`src/diag_pkg.sv`:
```
package diag_pkg;
    // ==========================================================
    // register map
    localparam logic [7:0] ERR_WORD_ADDR = 8'hA3;
    localparam int FLAG_COUNT = 13;
    // ==========================================================
    // field positions in the error word
    localparam int BIT_REF = 0;
    localparam int BIT_CLAMP = 1;
    localparam int BIT_THERM = 2;
    localparam int BIT_OVF = 3;
    localparam int BIT_SELF = 4;
    localparam int BIT_RADIUS = 5;
    localparam int BIT_PWRUP = 6;
    localparam int BIT_EE_CORR = 7;
    localparam int BIT_LOW_SUP = 8;
    localparam int BIT_HIGH_SUP = 9;
    localparam int BIT_EE_UNCORR = 10;
    localparam int BIT_SHADOW = 11;
    localparam int BIT_OSC = 12;
    // critical flags: cleared only by reset or by their mask bit
    localparam logic [12:0] CRITICAL_MASK = 13'h1_C00;
    localparam logic [12:0] FLAGS_RESET = 13'h0_040;
    // ==========================================================
    // timing
    localparam int PERIODIC_UPDATES = 10;
    localparam int CLAMP_FILT_MAX = 16;
    localparam int OVF_FILT_MAX = 16;
    localparam int RADIUS_FILT_MAX = 8;
    localparam int RADIUS_DIV = 128;
    localparam int OSC_TOL_PCT = 20;
    // oscillator check window in main clock cycles
    localparam int OSC_WINDOW = 256;
endpackage

```
`src/hold_filter.sv`:
```
`timescale 1ns/1ns
// ==========================================================
// fault hold-off: condition must persist for N updates
module hold_filter
    import diag_pkg::*;
#(
    parameter int MAX_CNT = 16
)
(
    input wire logic clk_in, // clock
    input wire logic rst_in, // sync reset
    input wire logic upd_in, // angle update pulse
    input wire logic cond_in, // raw condition
    input wire logic [4:0] filt_in, // required periods
    output logic fault_out // filtered fault
);
    logic [4:0] cnt_q;
    logic [4:0] lim;

    // clip the setting to this filter's maximum
    assign lim = (filt_in > 5'(MAX_CNT)) ? 5'(MAX_CNT) : filt_in;

    // count consecutive updates with the condition
    always_ff @(posedge clk_in)
    begin
        if (rst_in)
        begin
            cnt_q <= 5'h0_0;
        end
        else if (upd_in)
        begin
            if (!cond_in)
                cnt_q <= 5'h0_0;
            else if (cnt_q < lim)
                cnt_q <= cnt_q + 5'h0_1;
        end
    end

    assign fault_out = cond_in && (cnt_q >= lim);
endmodule // hold_filter

```
`src/diag_flags.sv`:
```
`timescale 1ns/1ns
// How it works
// - read-only 13-bit error word at 0xA3
// - non-critical flags clear on read or report
// - reference check flag, maskable
// - clamp hit per update, hold-off up to 16, mask
// - thermal saturation flag, maskable
// - overflow is OR of three sources, frontend one unmasked
// - correction overflow built from trims and gated window/saturations
// - overflow per update, hold-off up to 16
// - oscillator compare every 10 updates, 20%
// - oscillator mismatch clears only at reset or when masked
// - self-test flag checked every 10 updates
// - radius squared from floored axes, strict window
// - radius enables, mask, hold-off up to 8
// - radius squared readable
// - powerup flag clears on read or report after first update
// - first frame carries powerup flag in sent or pwm mode
// - margin test never drives diagnostic state
// - eeprom flags set only during eeprom read
// - shadow parity every 10 updates, critical
module diag_flags
    import diag_pkg::*;
(
    input wire logic clk_in, // 125 MHz clock
    input wire logic rst_in, // power-on reset, sync high
    input wire logic upd_in, // angle update pulse
    input wire logic [7:0] rd_addr_in, // serial read address
    input wire logic rd_in, // serial read strobe
    output logic [31:0] rd_data_out, // read data
    input wire logic report_in, // word sent by protocol
    input wire logic ref_bad_in, // reference out of tolerance
    input wire logic clamp_in, // angle at a limit
    input wire logic therm_sat_in, // temp sensor saturated
    input wire logic ovf_lin_in, // linearizer overflow
    input wire logic ovf_fe_in, // frontend overflow
    input wire logic trim_fac_sat_in, // factory trim saturation
    input wire logic trim_cus_sat_in, // customer trim saturation
    input wire logic ofs_out_win_in, // pre-gain offset outside window
    input wire logic gain_sat_in, // saturation after gain
    input wire logic post_ofs_sat_in, // saturation after post offset
    input wire logic selftest_bad_in, // test vector mismatch
    input wire logic angle_late_in, // output watchdog missed
    input wire logic [15:0] first_axis_value, // first axis sample
    input wire logic [15:0] second_axis_value, // second axis sample
    input wire logic [15:0] thr_min_in, // radius floor threshold
    input wire logic [15:0] thr_max_in, // radius ceiling threshold
    input wire logic thr_min_en_in, // floor compare enable
    input wire logic thr_max_en_in, // ceiling compare enable
    input wire logic ee_reading_in, // eeprom read in progress
    input wire logic ee_single_in, // corrected ecc error
    input wire logic ee_multi_in, // uncorrectable ecc error
    input wire logic margin_fail_in, // margin test result
    input wire logic parity_bad_in, // shadow parity mismatch
    input wire logic low_sup_in, // undervoltage
    input wire logic high_sup_in, // overvoltage
    input wire logic wdog_osc_in, // watchdog oscillator level
    input wire logic [12:0] mask_in, // per-flag masks
    input wire logic sat_lin_mask_in, // linearizer mask
    input wire logic sat_cor_mask_in, // correction mask
    input wire logic ofs_win_en_in, // offset window check enable
    input wire logic gain_sat_en_in, // gain saturation enable
    input wire logic post_sat_en_in, // post offset sat enable
    input wire logic [4:0] fault_filt_in, // hold-off periods
    input wire logic out_digital_in, // sent or pwm mode
    output logic [31:0] radius_squared, // radius squared
    output logic [12:0] flags_out, // live error word
    output logic first_frame_pwrup_out, // first frame flag
    output logic margin_fail_out // margin result, no diag
);
    logic [12:0] flags_q;
    logic [12:0] cond;
    logic [12:0] set_ev;
    logic [12:0] clr_ok;
    logic rd_hit;
    logic clr_ev;
    logic first_upd_q;
    logic first_sent_q;
    logic [3:0] per_cnt_q;
    logic per_tick;
    logic [9:0] osc_main_q;
    logic [9:0] osc_wd_q;
    logic osc_s1_q;
    logic osc_s2_q;
    logic osc_s3_q;
    logic osc_run_q;
    logic osc_bad_q;
    logic cor_ovf;
    logic ovf_raw;
    logic clamp_f;
    logic ovf_f;
    logic rad_f;
    logic [8:0] a_fl;
    logic [8:0] b_fl;
    logic [17:0] rad_sq;
    logic [31:0] min_sq;
    logic [31:0] max_sq;
    logic rad_bad;

    // ==========================================================
    // read decode and clear events
    assign rd_hit = rd_in && (rd_addr_in == ERR_WORD_ADDR);
    assign clr_ev = rd_hit || report_in;

    always_ff @(posedge clk_in)
    begin
        if (rst_in)
            rd_data_out <= 32'h0000_0000;
        else if (rd_hit)
            rd_data_out <= {19'h0_0000, flags_q};
        else if (rd_in)
            rd_data_out <= 32'h0000_0000;
    end

    // ==========================================================
    // periodic tick every 10 updates
    assign per_tick = upd_in && (per_cnt_q == 4'(PERIODIC_UPDATES - 1));

    always_ff @(posedge clk_in)
    begin
        if (rst_in)
            per_cnt_q <= 4'h0;
        else if (per_tick)
            per_cnt_q <= 4'h0;
        else if (upd_in)
            per_cnt_q <= per_cnt_q + 4'h1;
    end

    // ==========================================================
    // oscillator compare: count both over a window
    always_ff @(posedge clk_in)
    begin
        if (rst_in)
        begin
            osc_s1_q <= 1'b0;
            osc_s2_q <= 1'b0;
            osc_s3_q <= 1'b0;
        end
        else
        begin
            osc_s1_q <= wdog_osc_in;
            osc_s2_q <= osc_s1_q;
            osc_s3_q <= osc_s2_q;
        end
    end

    // reference count is a quarter of the window length at nominal ratio
    always_ff @(posedge clk_in)
    begin
        if (rst_in)
        begin
            osc_run_q <= 1'b0;
            osc_main_q <= 10'h000;
            osc_wd_q <= 10'h000;
            osc_bad_q <= 1'b0;
        end
        else if (per_tick)
        begin
            osc_run_q <= 1'b1;
            osc_main_q <= 10'h000;
            osc_wd_q <= 10'h000;
        end
        else if (osc_run_q)
        begin
            osc_main_q <= osc_main_q + 10'h001;
            if (osc_s2_q && !osc_s3_q)
                osc_wd_q <= osc_wd_q + 10'h001;
            if (osc_main_q == 10'(OSC_WINDOW - 1))
            begin
                osc_run_q <= 1'b0;
                osc_bad_q <= (32'(osc_wd_q) * 32'h0000_0064 >
                    32'(OSC_WINDOW / 4) * 32'(100 + OSC_TOL_PCT)) ||
                    (32'(osc_wd_q) * 32'h0000_0064 <
                    32'(OSC_WINDOW / 4) * 32'(100 - OSC_TOL_PCT));
            end
        end
    end

    // ==========================================================
    // radius squared and window
    assign a_fl = 9'(signed'(first_axis_value) >>> 7);
    assign b_fl = 9'(signed'(second_axis_value) >>> 7);
    assign rad_sq = 18'($signed(a_fl) * $signed(a_fl)) +
        18'($signed(b_fl) * $signed(b_fl));
    assign min_sq = 32'(thr_min_in) * 32'(thr_min_in);
    assign max_sq = 32'(thr_max_in) * 32'(thr_max_in);
    assign rad_bad = (thr_min_en_in && !(32'(rad_sq) > min_sq)) ||
        (thr_max_en_in && !(32'(rad_sq) < max_sq));
    assign radius_squared = 32'(rad_sq);

    // ==========================================================
    // overflow sources
    assign cor_ovf = trim_fac_sat_in || trim_cus_sat_in ||
        (ofs_win_en_in && ofs_out_win_in) ||
        (gain_sat_en_in && gain_sat_in) ||
        (post_sat_en_in && post_ofs_sat_in);
    assign ovf_raw = (ovf_lin_in && !sat_lin_mask_in) || ovf_fe_in ||
        (cor_ovf && !sat_cor_mask_in);

    // hold-off filters
    hold_filter #(.MAX_CNT(CLAMP_FILT_MAX)) u_clamp_filt (
        .clk_in(clk_in),
        .rst_in(rst_in),
        .upd_in(upd_in),
        .cond_in(clamp_in),
        .filt_in(fault_filt_in),
        .fault_out(clamp_f)
    );
    hold_filter #(.MAX_CNT(OVF_FILT_MAX)) u_ovf_filt (
        .clk_in(clk_in),
        .rst_in(rst_in),
        .upd_in(upd_in),
        .cond_in(ovf_raw),
        .filt_in(fault_filt_in),
        .fault_out(ovf_f)
    );
    hold_filter #(.MAX_CNT(RADIUS_FILT_MAX)) u_rad_filt (
        .clk_in(clk_in),
        .rst_in(rst_in),
        .upd_in(upd_in),
        .cond_in(rad_bad),
        .filt_in(fault_filt_in),
        .fault_out(rad_f)
    );

    // ==========================================================
    // live conditions and set events
    always_comb
    begin
        cond = 13'h0_000;
        cond[BIT_REF] = ref_bad_in;
        cond[BIT_CLAMP] = clamp_f;
        cond[BIT_THERM] = therm_sat_in;
        cond[BIT_OVF] = ovf_f;
        cond[BIT_SELF] = selftest_bad_in || angle_late_in;
        cond[BIT_RADIUS] = rad_f;
        cond[BIT_PWRUP] = !first_upd_q;
        cond[BIT_EE_CORR] = ee_reading_in && ee_single_in;
        cond[BIT_LOW_SUP] = low_sup_in;
        cond[BIT_HIGH_SUP] = high_sup_in;
        cond[BIT_EE_UNCORR] = ee_reading_in && ee_multi_in;
        cond[BIT_SHADOW] = parity_bad_in;
        cond[BIT_OSC] = osc_bad_q;
    end

    // sampling cadence per flag
    always_comb
    begin
        set_ev = cond;
        set_ev[BIT_CLAMP] = cond[BIT_CLAMP] && upd_in;
        set_ev[BIT_OVF] = cond[BIT_OVF] && upd_in;
        set_ev[BIT_RADIUS] = cond[BIT_RADIUS] && upd_in;
        set_ev[BIT_SELF] = cond[BIT_SELF] && per_tick;
        set_ev[BIT_SHADOW] = cond[BIT_SHADOW] && per_tick;
        set_ev[BIT_PWRUP] = 1'b0;
        set_ev = set_ev & ~mask_in;
    end

    // clear allowed only when not critical and condition gone
    assign clr_ok = {13{clr_ev}} & ~CRITICAL_MASK & ~cond;

    // ==========================================================
    // flag storage, set wins over clear
    always_ff @(posedge clk_in)
    begin
        if (rst_in)
            flags_q <= FLAGS_RESET & 13'h1_FFF;
        else
            flags_q <= ((flags_q & ~clr_ok) | set_ev) & ~mask_in;
    end

    // first angle update seen
    always_ff @(posedge clk_in)
    begin
        if (rst_in)
            first_upd_q <= 1'b0;
        else if (upd_in)
            first_upd_q <= 1'b1;
    end

    // in sent or pwm mode, first frame reports powerup unless masked
    always_ff @(posedge clk_in)
    begin
        if (rst_in)
            first_sent_q <= 1'b0;
        else if (report_in)
            first_sent_q <= 1'b1;
    end

    assign first_frame_pwrup_out = out_digital_in && !first_sent_q &&
        !mask_in[BIT_PWRUP];
    assign flags_out = flags_q;
    assign margin_fail_out = margin_fail_in;

    // ==========================================================
    // checks
    AST_CRIT_STICKY: assert property (
        @(posedge clk_in) disable iff (rst_in)
        (flags_q[BIT_OSC] && !mask_in[BIT_OSC]) |=> flags_q[BIT_OSC])
        else $error("oscillator flag dropped");
    AST_READ_WORD: assert property (
        @(posedge clk_in) disable iff (rst_in)
        rd_hit |=> rd_data_out[31:13] == 19'h0_0000)
        else $error("upper error bits not zero");
    AST_MASKED: assert property (
        @(posedge clk_in) disable iff (rst_in)
        mask_in[BIT_REF] |=> !flags_q[BIT_REF])
        else $error("masked reference flag set");
    AST_PERSIST: assert property (
        @(posedge clk_in) disable iff (rst_in)
        (clr_ev && ref_bad_in && !mask_in[BIT_REF]) |=> flags_q[BIT_REF])
        else $error("persisting flag cleared");
    AST_CLEAR: assert property (
        @(posedge clk_in) disable iff (rst_in)
        (clr_ev && !ref_bad_in) |=> !flags_q[BIT_REF])
        else $error("flag not cleared by read");
    AST_PWRUP_HOLD: assert property (
        @(posedge clk_in) disable iff (rst_in)
        (!first_upd_q && flags_q[BIT_PWRUP] && !mask_in[BIT_PWRUP])
        |=> flags_q[BIT_PWRUP])
        else $error("powerup cleared before first update");
    AST_PERIOD: assert property (
        @(posedge clk_in) disable iff (rst_in)
        per_tick |-> per_cnt_q == 4'h9)
        else $error("periodic check off count");
    AST_RADIUS: assert property (
        @(posedge clk_in) disable iff (rst_in)
        (thr_max_en_in && 32'(rad_sq) == max_sq) |-> rad_bad)
        else $error("radius ceiling not strict");
endmodule // diag_flags

```
`config.mk`:
```
export PLATFORM = sky130hd
export DESIGN_NAME = diag_flags
export DESIGN_NICKNAME = d
export VERILOG_FILES = /design/src/diag_pkg.sv /design/src/hold_filter.sv /design/src/diag_flags.sv
export SDC_FILE = /design/constraint.sdc
export NUM_CORES = 2
export LEC_CHECK = 0
export BUFFER_PORTS_ARGS = -buffer_cell sky130_fd_sc_hd__clkbuf_2
export CAP_MARGIN = 20
export CORE_MARGIN = 2
export CORE_UTILIZATION = 64
export DETAILED_ROUTE_END_ITERATION = 10
export GPL_TIMING_DRIVEN = 1
export PLACE_DENSITY = 0.84
export SETUP_SLACK_MARGIN = 0.15
export SKIP_LAST_GASP = 1
export SLEW_MARGIN = 20
export SYNTH_ARGS = -nofsm -noshare
export SYNTH_HDL_FRONTEND = slang
export SYNTH_HIERARCHICAL = 1
export SYNTH_SLANG_ARGS = --single-unit
```
`constraint.sdc`:
```
create_clock -name clk_in -period 13.2 [get_ports clk_in]
set_input_delay 2.64 -clock clk_in [delete_from_list [all_inputs] [get_ports clk_in]]
set_output_delay 2.64 -clock clk_in [all_outputs]
set_load 0.02 [all_outputs]
```
==> results.cfg <==
[yosys]
synth-compound-area-share = 0.09700
synth_fa_ha_area_frac = 0.5420
ys_ff_latch = 72
ys_seq_area_frac = 0.05630
yosys.area.top_type = fa_1
synth-edff-count = 0
synth-main-ff-cell = dfxtp_1
ys_async_sr_fraction = 0
synth_top_family_by_area = adder cells
ys_top_cells_by_area = fa_1, ha_1, inv_1
syn_area_um2 = 25600
muxShareOfSynthArea = 0.007330
ys_warn_count = 6
synthXorXnorAreaFrac = 0.03817
synth_top_area_frac = 0.3691
synth_cell_type_count = 77
synthSimpleGateAreaFrac = 0.1325
avgSynthCellArea_um2 = 8.774
synthCells = 2918

[final_layout]
area_growth_pct = 5.077
final_cell_mix = inv_1, fa_1, ha_1
layout_commonest_cell = inv_1
fillers = 3047
drive_gt1_frac = 0.06786
fin_nets = 3949
diodes = 0

[floorplanning]
rows = 73
dieArea_um2 = 41620
coreArea_um2 = 39640
die_y_um = 204.0
initial_core_util = 0.6459
io_pins = 202
fp.dieW_um = 204.0

[clock_tree]
post_cts_buffers = 0
path_clk_slew_ns = 0.06
cts_root_buf = clkbuf_16
ctsResizeCount = 0
clock_sinks = 72
htreeDepth = 3
clk_path_buf_depth = 2
cts_tree = yes
cts_buffers = 9
clk_latency_ns = 0.33
postCtsHoldBufs = 0

[global_route]
grt_usage = 0.2920
first_global_vias = 21770
grt_pass1_wl_um = 99950
grt_max_degree = 51
antenna_found_initial = 0
overflow = 0

[place]
place.gp.congestion = 0.9385
port_buffers = 152
hpwl_um = 49100

[hold_path]
whs_endpoint = osc_s3_q
hp-class = reg2reg
hold_depth = 1
worstHoldStart = osc_s2_q

[drt]
totalWireLength_um = 57570
num_vias = 19850
drt-initial-drc-count = 1346
wl_per_cell_um = 16.30
ant_nets = 0
via_per_inst = 5.620
drc_errors = 0
firstDrtPassIters = 8

[status]
status = complete, no violations

[sta]
post-route-period-util = 0.8960
setup-violations-final = 0
fin_tns_setup_ns = 0
rsz0062_at_grt = no
final.min_clock_period_ns = 11.83
maxSlewViolCount = 0
slew_headroom = 0.3129
skew_ns = 0.002763
worst_pin_slew_ns = 1.020
max_freq_mhz = 84.55
hold_violations = 0

[setup_path]
r2r-start = osc_wd_q[3]
critPathRequiredTime_ns = 10.56
arrival_ns = 9.19
path_buf_inv = 6
reg2reg_slack_ns = 9.82
worstPathMaxFanout = 17
slowest_stage = xnor2_1
slowest_delay_ns = 0.57
cp_cell_sequence = clkbuf_2, nand2_1, fa_1, fa_1, inv_1, fa_1, inv_1, fa_1, fa_1, fa_1, inv_1, fa_1, ha_1, inv_1, o21ai_0, a21oi_1, o21bai_1, a21oi_1, nor2b_1, o221ai_1, nand2_1, xnor2_1, clkbuf_2
timing.rr.end = osc_bad_q
path_common_cell = fa_1
startpoint_type = primary input
critical-path-top-delay-family = adder cells
critPathKind = in2out
rr_worst_depth = 14
endpoint_kind = primary output

[flow_run]
maxCapViolations = 0
-- metal layers --
metal,part of all wire,GRT usage,up-vias
met5,0,0,-
met1,0.39,0.3462,9800
met3,0.051,0.03173,175
li1,-,-,9198
met2,0.53,0.5487,672
met4,0.036,0.09808,0
-- registers in the layout (all words and copies together) (netlist names), 4 cells and up --
register and flops:
u_rad_filt/cnt_q 5, osc_main_q 10, osc_wd_q 10, u_ovf_filt/cnt_q 5
u_clamp_filt/cnt_q 5, flags_out 13, rd_data_out 13, per_cnt_q 4
-- cell usage after synthesis, types with 6 or more instances --
master and instances:
o211ai_1 16, ha_1 353, nand3_1 27, nand4_1 21
or4_1 8, mux2i_1 12, xnor2_1 70, nor3_1 16
inv_1 713, fa_1 472, nor2_1 110, nand2b_1 27
a211oi_1 15, dfxtp_1 72, nand2_1 253, a21oi_1 114
or3_1 8, a31o_2 8, buf_4 34, o21bai_1 8
a21oi_2 6, clkbuf_1 79, o21ai_1 6, a21o_1 36
o21ai_0 70, a31oi_1 13, nor3b_1 9, and3_1 11
and2_1 134, o21a_1 19, xor2_1 39, nor2b_1 43
-- through the flow --
step	worst slack (ns)	hold WS (ns)	instances	instance area (um^2)	util
2_1_floorplan	2.308	0.4138	2950	25720	-
3_3_place_gp	1.651	0.4458	3515	26610	0.6712
3_5_place_dp	1.485	0.4645	3515	26610	0.6712
4_1_cts	1.474	0.4745	3531	26900	0.6787
5_1_grt	1.100	0.4908	3531	26900	0.6787
6_report	1.372	0.4748	3531	26900	0.6787
-- final cells by class --
type,instances,area (um^2),share of cell area
Multi-Input combinational cell,2050,21050,0.7824
Inverter,713,2676,0.09948
Sequential cell,72,1441,0.05358
Timing Repair Buffer,155,783.3,0.02911
Tap cell,525,656.9,0.02442
Clock buffer,9,225.2,0.008371
Clock inverter,7,70.07,0.002604
-- worst max path at each step --
stage	start	to	slack, ns	cells past startpoint
3_3_place_gp	first_axis_value[10]	radius_squared[17]	1.65	23
6_report	first_axis_value[15]	radius_squared[16]	1.37	23
4_1_cts	second_axis_value[9]	radius_squared[16]	1.47	24
2_1_floorplan	first_axis_value[15]	radius_squared[16]	2.31	22
3_5_place_dp	second_axis_value[9]	radius_squared[16]	1.49	24
5_1_grt	first_axis_value[15]	radius_squared[16]	1.10	23
-- kinds of logic (layout without fill, tap and decap cells) --
logic type                 count (synthesis)  count (layout)
AOI/OAI and AO/OA                        376             376
xor gates and xnor gates                 110             110
adders and majority gates                826             826
buffers and inverters                    828             884
DFF                                       72              72
muxes                                     18              18
other                                      2              34
and+or+nand+nor                          686             686
Power is left out: the tool's default activity adds up to more than one toggle a clock period on the data nets, which glitch-free logic cannot reach.
